--- config.mk ---
export PLATFORM = sky130hd
export DESIGN_NAME = i2c_wait_ctrl
export DESIGN_NICKNAME = d
export VERILOG_FILES = /design/src/logic/i2c_wait_pkg.sv /design/src/logic/i2c_wait_ctrl.sv
export VERILOG_INCLUDE_DIRS = /design/src /design/src/logic
export SDC_FILE = /design/constraint.sdc
export NUM_CORES = 1
export LEC_CHECK = 0
export ABC_CLOCK_PERIOD_IN_PS = 3650
export BUFFER_PORTS_ARGS = -buffer_cell sky130_fd_sc_hd__buf_2
export CAP_MARGIN = 10
export CORE_MARGIN = 3
export CORE_UTILIZATION = 51
export CTS_CLUSTER_DIAMETER = 100
export DETAILED_ROUTE_END_ITERATION = 12
export PLACE_DENSITY = 0.78
export SLEW_MARGIN = 20
export SYNTH_ARGS = -nofsm -noshare
export SYNTH_HDL_FRONTEND = slang
export SYNTH_SLANG_ARGS = --single-unit
--- constraint.sdc ---
create_clock -name clk_sys -period 3.65 [get_ports clk_sys]
set_input_delay 0.73 -clock clk_sys [delete_from_list [all_inputs] [get_ports clk_sys]]
set_output_delay 0.73 -clock clk_sys [all_outputs]
set_load 0.005 [all_outputs]
--- src/logic/i2c_wait_params.svh ---
/*
 * Constants of the two-wire bus wait and interrupt block: register
 * offsets, field positions, reset values and timing counts.
 * Assumes a 100 MHz system clock and 32-bit Avalon-MM byte addresses.
 */
// Behaviour
// - master address byte: irq and wait at ninth fall
// - data byte: eighth fall if timing 0, else ninth
// - slave own match: irq, wait, forced ack at ninth
// - slave extension code: irq at eighth fall
// - mismatch after restart: ninth irq, no wait
// - no match, no extension: no irq, no wait
// - irq and wait follow serial clock falling edges
// - data write, release, start, stop end the wait
// - stop detected: irq if enabled, status 01h
// - hardware compares address, irq on match or code
// - shift register captures real line while sending
// - upper nibble 0000/1111 sets code flag, eighth irq
// - ten-bit prefix sets code and match flags; code sets the match flag only if bits 7:1 equal own address
// - code keeps slave engaged until bus release bit
// - extension codes decoded by upper nibble and bits; code decodes the upper nibble only
// - master status 1000X110, then 1000X000/1000X100
// - master extension status 1010X110, then data values
// - arbitration lost by stop reads status 41h
// - eighth address bit: 0 master sends, 1 receives
`ifndef I2C_WAIT_PARAMS_SVH
`define I2C_WAIT_PARAMS_SVH
`define OFS_CTRL 5'h00
`define OFS_STAT 5'h04
`define OFS_DATA 5'h08
`define OFS_OWN 5'h0c
`define CTL_SPT 0
`define CTL_STT 1
`define CTL_ACE 2
`define CTL_WTIM 3
`define CTL_SPIE 4
`define CTL_WREL 5
`define CTL_LREL 6
`define RST_BYTE 8'h00
`define CLK_NS 10
`define T_HALF_NS 5000
`define HALF_CYC ((`T_HALF_NS + `CLK_NS - 1) / `CLK_NS)
`endif

--- src/logic/i2c_wait_pkg.sv ---
/*
 * Types of the two-wire bus wait and interrupt block.
 * Assumes nothing beyond a SystemVerilog compiler.
 */
package i2c_wait_pkg;
	typedef enum logic [1:0] {PH_IDLE, PH_ADDR, PH_DATA} phase_t;
	typedef enum logic [2:0] {M_IDLE, M_START, M_RUN, M_RS1, M_RS2, M_SP1, M_SP2} mstate_t;
endpackage : i2c_wait_pkg

--- src/logic/i2c_wait_ctrl.sv ---
/*
 * Two-wire bus controller core: byte engine, interrupt and wait
 * control, address matching, extension codes, master clocking.
 * Assumes open-drain pads outside and an Avalon-MM master.
 */
// The address map and the Avalon-MM slave port were decided locally.
`timescale 1ns/1ps
`default_nettype none
`include "i2c_wait_params.svh"
module i2c_wait_ctrl #(
	parameter int HALF_CYC = `HALF_CYC
) (
	input wire logic clk_sys,
	input wire logic srst,
	input wire logic [4:0] avs_address,
	input wire logic avs_read,
	input wire logic avs_write,
	input wire logic [31:0] avs_writedata,
	input wire logic [3:0] avs_byteenable,
	output logic [31:0] avs_readdata,
	output logic avs_waitrequest,
	input wire logic scl_in,
	output logic scl_out,
	output logic scl_oe,
	input wire logic sda_in,
	output logic sda_out,
	output logic sda_oe,
	output logic bus_event_irq
);
	import i2c_wait_pkg::*;

	// ====================================================
	// pin synchronisers and bus condition detection
	logic scl_m, scl_s, scl_p, sda_m, sda_s, sda_p;
	logic scl_rise, scl_fall, start_det, stop_det;

	always_ff @(posedge clk_sys) begin
		if (srst) begin
			scl_m <= 1'b1;
			scl_s <= 1'b1;
			scl_p <= 1'b1;
			sda_m <= 1'b1;
			sda_s <= 1'b1;
			sda_p <= 1'b1;
			scl_out <= 1'b0;
			sda_out <= 1'b0;
		end else begin
			scl_m <= scl_in;
			scl_s <= scl_m;
			scl_p <= scl_s;
			sda_m <= sda_in;
			sda_s <= sda_m;
			sda_p <= sda_s;
			scl_out <= 1'b0; // open drain: pad only ever pulls low
			sda_out <= 1'b0;
		end
	end

	// edges are judged between the second and third stages
	assign scl_rise = scl_s & ~scl_p;
	assign scl_fall = ~scl_s & scl_p;
	assign start_det = scl_s & scl_p & sda_p & ~sda_s;
	assign stop_det = scl_s & scl_p & ~sda_p & sda_s;

	// ====================================================
	// register bus slave
	logic ace_reg, wtim_reg, spie_reg;
	logic [7:0] own_reg, shift_reg;
	logic msts_reg, ald_reg, exc_reg, coi_reg;
	logic trc_reg, ackd_reg, std_reg, spd_reg;
	logic [7:0] status;
	logic wr_take, wr_ctrl, wr_data, rd_stat;
	logic stt_p, spt_p, wrel_p, lrel_p;

	assign status = {msts_reg, ald_reg, exc_reg, coi_reg,
		trc_reg, ackd_reg, std_reg, spd_reg};
	assign wr_take = avs_write & ~avs_waitrequest & avs_byteenable[0];
	assign wr_ctrl = wr_take & (avs_address == `OFS_CTRL);
	assign wr_data = wr_take & (avs_address == `OFS_DATA);
	assign rd_stat = avs_read & ~avs_waitrequest & (avs_address == `OFS_STAT);
	assign stt_p = wr_ctrl & avs_writedata[`CTL_STT];
	assign spt_p = wr_ctrl & avs_writedata[`CTL_SPT];
	assign wrel_p = wr_ctrl & avs_writedata[`CTL_WREL];
	assign lrel_p = wr_ctrl & avs_writedata[`CTL_LREL];

	// one wait state per access; data and effects land on the low cycle
	always_ff @(posedge clk_sys) begin
		if (srst) begin
			avs_waitrequest <= 1'b1;
			avs_readdata <= 32'h0000_0000;
		end else begin
			avs_waitrequest <= ~((avs_read | avs_write) & avs_waitrequest);
			if (avs_read & avs_waitrequest) begin
				unique case (avs_address)
					`OFS_CTRL: avs_readdata <= {27'h0, spie_reg, wtim_reg, ace_reg, 2'h0};
					`OFS_STAT: avs_readdata <= {24'h0, status};
					`OFS_DATA: avs_readdata <= {24'h0, shift_reg};
					`OFS_OWN: avs_readdata <= {24'h0, own_reg};
					default: avs_readdata <= 32'h0000_0000;
				endcase
			end
		end
	end

	// persistent control bits; action bits are pulses and read as zero
	always_ff @(posedge clk_sys) begin
		if (srst) begin
			ace_reg <= 1'b0;
			wtim_reg <= 1'b0;
			spie_reg <= 1'b0;
			own_reg <= `RST_BYTE;
		end else begin
			if (wr_ctrl) begin
				ace_reg <= avs_writedata[`CTL_ACE];
				wtim_reg <= avs_writedata[`CTL_WTIM];
				spie_reg <= avs_writedata[`CTL_SPIE];
			end
			if (wr_take && avs_address == `OFS_OWN) begin
				own_reg <= avs_writedata[7:0]; // only software changes it
			end
		end
	end

	// ====================================================
	// byte engine, status flags, interrupt and wait
	phase_t phase_reg;
	mstate_t m_state;
	logic [3:0] cnt_reg;
	logic wait_reg, active_reg, restart_reg, busy_reg, w8_reg;
	logic addr_ext, addr_match, m_gen, lose;

	// upper nibble 0000 covers general call, start byte, cbus and
	// reserved formats; 1111 0xx is the ten-bit prefix
	assign addr_ext = (shift_reg[7:4] == 4'h0) | (shift_reg[7:4] == 4'hf);
	assign addr_match = shift_reg[7:1] == own_reg[7:1];
	assign m_gen = (m_state == M_START);
	// master reads back a low where it released the line
	assign lose = scl_rise & msts_reg & trc_reg & (phase_reg != PH_IDLE)
		& (cnt_reg != 4'd8) & shift_reg[7] & ~sda_s;

	always_ff @(posedge clk_sys) begin
		if (srst) begin
			phase_reg <= PH_IDLE;
			cnt_reg <= 4'h0;
			shift_reg <= `RST_BYTE;
			wait_reg <= 1'b0;
			active_reg <= 1'b0;
			restart_reg <= 1'b0;
			w8_reg <= 1'b0;
			busy_reg <= 1'b0;
			msts_reg <= 1'b0;
			ald_reg <= 1'b0;
			exc_reg <= 1'b0;
			coi_reg <= 1'b0;
			trc_reg <= 1'b0;
			ackd_reg <= 1'b0;
			std_reg <= 1'b0;
			spd_reg <= 1'b0;
			bus_event_irq <= 1'b0;
		end else begin
			bus_event_irq <= 1'b0;
			// reading status clears the lost flag; a new loss below wins
			if (rd_stat) begin
				ald_reg <= 1'b0;
			end
			// master-only releases need the master flag
			if (wait_reg && (wr_data || wrel_p || (msts_reg && (stt_p || spt_p)))) begin
				wait_reg <= 1'b0;
			end
			if (wait_reg && wr_data) begin
				shift_reg <= avs_writedata[7:0];
			end
			if (wait_reg && wrel_p) begin
				trc_reg <= 1'b0; // release ends a transmission, stops echo drive
			end
			if (lrel_p) begin
				active_reg <= 1'b0; // drop out until next start
				wait_reg <= 1'b0;
				trc_reg <= 1'b0;
				phase_reg <= PH_IDLE;
			end
			if (stop_det) begin
				// lost flag survives so a lost master reads 41h
				spd_reg <= 1'b1;
				msts_reg <= 1'b0;
				exc_reg <= 1'b0;
				coi_reg <= 1'b0;
				trc_reg <= 1'b0;
				ackd_reg <= 1'b0;
				std_reg <= 1'b0;
				busy_reg <= 1'b0;
				active_reg <= 1'b0;
				wait_reg <= 1'b0;
				phase_reg <= PH_IDLE;
				bus_event_irq <= spie_reg;
			end else if (start_det) begin
				std_reg <= 1'b1;
				spd_reg <= 1'b0;
				exc_reg <= 1'b0;
				coi_reg <= 1'b0;
				ackd_reg <= 1'b0;
				busy_reg <= 1'b1;
				msts_reg <= m_gen; // master flag leads the status byte
				trc_reg <= m_gen;
				wait_reg <= m_gen; // master waits for its address byte
				restart_reg <= active_reg & ~msts_reg;
				active_reg <= 1'b1; // listen to every address
				phase_reg <= PH_ADDR;
				cnt_reg <= 4'hf; // the start's own clock fall wraps it to 0
			end else begin
				if (scl_rise && phase_reg != PH_IDLE) begin
					if (cnt_reg == 4'd8) begin
						ackd_reg <= ~sda_s;
					end else begin
						shift_reg <= {shift_reg[6:0], sda_s}; // line level, not sent bit
					end
					if (lose) begin
						ald_reg <= 1'b1;
						msts_reg <= 1'b0;
						trc_reg <= 1'b0;
						active_reg <= (phase_reg == PH_ADDR);
					end
				end
				// interrupt and wait decisions here are taken on a serial clock fall
				if (scl_fall && phase_reg != PH_IDLE) begin
					cnt_reg <= (cnt_reg == 4'd9) ? 4'd1 : cnt_reg + 4'd1;
					if (cnt_reg == 4'd9) begin
						w8_reg <= 1'b0;
						std_reg <= 1'b0;
						ackd_reg <= 1'b0;
					end
					if (active_reg && cnt_reg == 4'd7) begin
						if (phase_reg == PH_ADDR) begin
							exc_reg <= addr_ext;
							coi_reg <= ~msts_reg & addr_match;
							// direction bit: 1 means master receives
							trc_reg <= msts_reg ? ~shift_reg[0]
								: ((addr_match | addr_ext) & shift_reg[0]);
							if (!msts_reg && addr_ext) begin
								bus_event_irq <= 1'b1;
								wait_reg <= 1'b1;
							end
						end else if (!wtim_reg) begin
							bus_event_irq <= 1'b1;
							wait_reg <= 1'b1;
							w8_reg <= 1'b1; // at most one wait per byte, even if timing changes
						end
					end
					if (active_reg && cnt_reg == 4'd8) begin
						if (phase_reg == PH_ADDR) begin
							phase_reg <= PH_DATA;
							if (msts_reg || (addr_match && !addr_ext)) begin
								bus_event_irq <= 1'b1;
								wait_reg <= 1'b1;
							end else if (!addr_ext) begin
								active_reg <= 1'b0;
								bus_event_irq <= restart_reg; // no wait
							end
						end else if (wtim_reg && !w8_reg) begin
							bus_event_irq <= 1'b1;
							wait_reg <= 1'b1;
						end
					end
				end
			end
		end
	end

	// ====================================================
	// master clock and condition generator
	logic [15:0] hcnt;
	logic tick, hold, m_own, m_scl_low, m_sda_low;

	assign tick = hcnt == 16'(HALF_CYC - 1);
	assign m_own = (m_state != M_IDLE) && (m_state != M_RUN);
	// a wait in the run state or a slave stretching the clock holds the half period count at zero
	assign hold = ((m_state == M_RUN) && wait_reg) || (!m_scl_low && !scl_s);

	always_ff @(posedge clk_sys) begin
		if (srst) begin
			m_state <= M_IDLE;
			m_scl_low <= 1'b0;
			m_sda_low <= 1'b0;
			hcnt <= 16'h0000;
		end else begin
			hcnt <= (tick || hold || m_state == M_IDLE) ? 16'h0000 : hcnt + 16'h0001;
			unique case (m_state)
				M_IDLE: begin
					// a start on a busy bus is dropped
					if (stt_p && !busy_reg) begin
						m_sda_low <= 1'b1;
						m_state <= M_START;
					end
				end
				M_START: begin
					if (tick) begin
						m_scl_low <= 1'b1;
						m_state <= M_RUN;
					end
				end
				M_RUN: begin
					if (lose || stop_det) begin
						m_scl_low <= 1'b0;
						m_state <= M_IDLE;
					end else if (wait_reg && msts_reg && spt_p) begin
						m_sda_low <= 1'b1;
						m_state <= M_SP1;
					end else if (wait_reg && msts_reg && stt_p) begin
						m_sda_low <= 1'b0;
						m_state <= M_RS1;
					end else if (tick) begin
						m_scl_low <= ~m_scl_low;
					end
				end
				M_RS1: begin
					if (tick) begin
						m_scl_low <= 1'b0;
						m_state <= M_RS2;
					end
				end
				M_RS2: begin
					if (tick) begin
						m_sda_low <= 1'b1;
						m_state <= M_START;
					end
				end
				M_SP1: begin
					if (tick) begin
						m_scl_low <= 1'b0;
						m_state <= M_SP2;
					end
				end
				M_SP2: begin
					if (tick) begin
						m_sda_low <= 1'b0;
						m_state <= M_IDLE;
					end
				end
			endcase
		end
	end

	// ====================================================
	// pad drive: clock held low in any wait
	always_ff @(posedge clk_sys) begin
		if (srst) begin
			scl_oe <= 1'b0;
			sda_oe <= 1'b0;
		end else begin
			scl_oe <= m_scl_low | wait_reg;
			if (m_own) begin
				sda_oe <= m_sda_low;
			end else if (!active_reg || phase_reg == PH_IDLE) begin
				sda_oe <= 1'b0;
			end else if (cnt_reg == 4'd8) begin
				// own address is acknowledged whatever the enable
				sda_oe <= (phase_reg == PH_ADDR)
					? (~msts_reg & (addr_match | (addr_ext & ace_reg)))
					: (~trc_reg & ace_reg);
			end else if (trc_reg && (phase_reg == PH_DATA || msts_reg)) begin
				// keep low after start until the address is written
				sda_oe <= ((cnt_reg == 4'd0 || cnt_reg == 4'hf) && wait_reg) ? 1'b1 : ~shift_reg[7];
			end else begin
				sda_oe <= 1'b0;
			end
		end
	end
endmodule : i2c_wait_ctrl
`default_nettype wire

==> qor.yml <==
outcome: "finished, final reports clean"
cp_max_fo: 15
clock_latency_ns: 0.35
place_congestion: 0.931
max_freq_mhz: 428
slew_viol_final: 0
total_power_mw: 1.80
initial_core_util_pct: 53.9
synth_compound_area_share_pct: 16.2
drt_iter0_drc: 336
start_kind: "primary input"
yosys.area_share.simple_pct: 24.0
min_period_over_period_pct: 64.0
min_path_cells: 1
grt_pass1_vias: 3127
worstPathRequired_ns: 3.91
area_growth_syn_to_layout_pct: 7.30
synthArstFlopShare_pct: 0
slew_headroom_pct: 43.8
ys.warnings.count: 0
avgRoutedWirePerCell_microns: 15.7
grt_pass1_wl_mm: 15.2
vias: 3371
synth_ff_type: "dfxtp_1"
wl_mm: 9.12
antenna_left: 0
register_area_sq_um: 1540
netlist_instances: 455
power.leakage_nw: 1.57
grt-ovfl-total: 0
synth_top_family_by_area: "simple AND/OR/NAND/NOR gates"
n_fill_cell: 707
grt_usage_pct: 21.6
cts_setup_buffers: 0
synth-edff-count: 0
cts_hold_buf: 0
final_cell_mix: "dfxtp_1, nor2_1, buf_2"
drive_above_1_share_pct: 13.7
finalSetupTns_ns: 0
grt_max_degree: 48
syn_area_sq_um: 4000
critical_path_class: "primary input to flip-flop"
ys_types: 63
powerDensity_nw_per_um2: 420
cts_made_buffers: 9
multiInputGateArea_sq_um: 2230
synth_adder_area_share_pct: 0.313
hpwl_mm: 6.65
grt_antenna_before_repair: 0
clock-sinks: 77
mostFrequentLayoutCell: "dfxtp_1"
cp.arrival_ns: 2.60
die_h_microns: 94.5
die_area_sq_um: 8930
cts-root-buf: "clkbuf_8"
tritoncts: "yes"
hold_viol: 0
rr_worst_depth: 5
yosysSeqAreaShare_pct: 38.6
ios: 85
antenna_cells: 0
drc: 0
rsz0062_at_grt: "false"
clk_pin_slew_ns: 0.08
cts_resized: 0
cp-end-kind: "flip-flop"
hold_class: "flip-flop to flip-flop"
post-route-min-period_ns: 2.34
synth_mux_area_share_pct: 8.36
worst_slew_pin_slew_ns: 0.835
syn_avg_cell_area_sq_um: 8.78
fin_nets: 524
die_w_microns: 94.5
htree_levels: 3
synth_xor_area_share_pct: 4.60
hold_ws_ns: 0.416
fin_area_sq_um: 4290
fp.coreArea_sq_um: 7410
portBuffers: 31
placed_area_sq_um: 4100
setup_viol_count_final: 0
vias_per_cell: 5.81
fin_skew_ns: 0.00987
max_cap_violations: 0
synth_seq_cells: 77
rows: 31
clockBufferDepth: 2
largest_reg_flops: 16
drt_first_pass_iters: 5
peakVddDrop_mv: 0.228
top_register: "hcnt"
-- final timing paths --
path,end,startpoint,slack (ns)
setup reg to reg,m_sda_low,msts_reg,1.44
hold / removal,sda_s,sda_m,0.42
setup / recovery,m_state[0],avs_address[3],1.31
hold reg to reg,sda_s,sda_m,0.42
-- worst max-delay path, stage by stage --
cell      delay (ns)
buf_2           0.21
or4_1           0.58
or3_4           0.41
a32oi_4         0.30
a31oi_1         0.12
a311oi_1        0.23
-- report_power, final --
| group | total [mW] | switching (mW) | internal (mW) |
|---|---|---|---|
| Sequential | 0.921 | 0.0516 | 0.870 |
| Clock | 0.626 | 0.314 | 0.312 |
| Combinational | 0.255 | 0.155 | 0.0999 |
-- cells in the mapped netlist (5+ instances only) --
library cell   n  area (sq um)
a311oi_1       6          52.6
and3_1         9          56.3
nor2_1        62           233
xor2_1        10          87.6
nand3_1       12          60.1
or2_2          6          37.5
nand4_1        6          37.5
buf_4         26           195
or3_1          5          31.3
mux2i_1       21           210
inv_1          8          30.0
nor3_1         7          35.0
a21oi_1       20           100
o21ai_0       10          50.1
xnor2_1       11          96.3
a22o_1         5          43.8
a22oi_1        8          60.1
mux2_2         5          56.3
clkbuf_1      16          60.1
nor4_1         7          43.8
dfxtp_1       77          1540
a211oi_1      11          82.6
nand2_1       28           105
nor2b_1        6          37.5
-- per-layer routing --
layer,routed length (microns),GRT usage (%)
met5,0,0
met4,176,8.53
met3,760,5.50
met2,4170,34.0
met1,4010,28.3
-- cell type report --
class / count / share of cell area, %
Multi-Input combinational cell: 347 / 52.1
Clock buffer: 9 / 2.89
Sequential cell: 77 / 36.0
Clock inverter: 7 / 1.55
Timing Repair Buffer: 32 / 3.79
Inverter: 9 / 0.788
Tap cell: 99 / 2.89
-- cells by family (layout without fill, tap and decap cells) --
group / count (synthesis) / in the layout
simple gates: 181 / 181
mux: 29 / 29
buf+inv: 56 / 57
compound gates: 89 / 89
other cells: 1 / 26
xor+xnor: 21 / 21
flops: 77 / 77
fa+ha+maj: 1 / 1
-- through the flow --
stage | worst slack (ns) | util (%) | cells
2_1_floorplan | 1.29 | - | 480
6_report | 1.31 | 57.9 | 580
5_1_grt | 1.18 | 57.9 | 580
4_1_cts | 1.34 | 57.9 | 580
3_3_place_gp | 1.01 | 55.3 | 564
3_5_place_dp | 0.968 | 55.3 | 564
No activity file was read; power rests on OpenSTA's default activity.
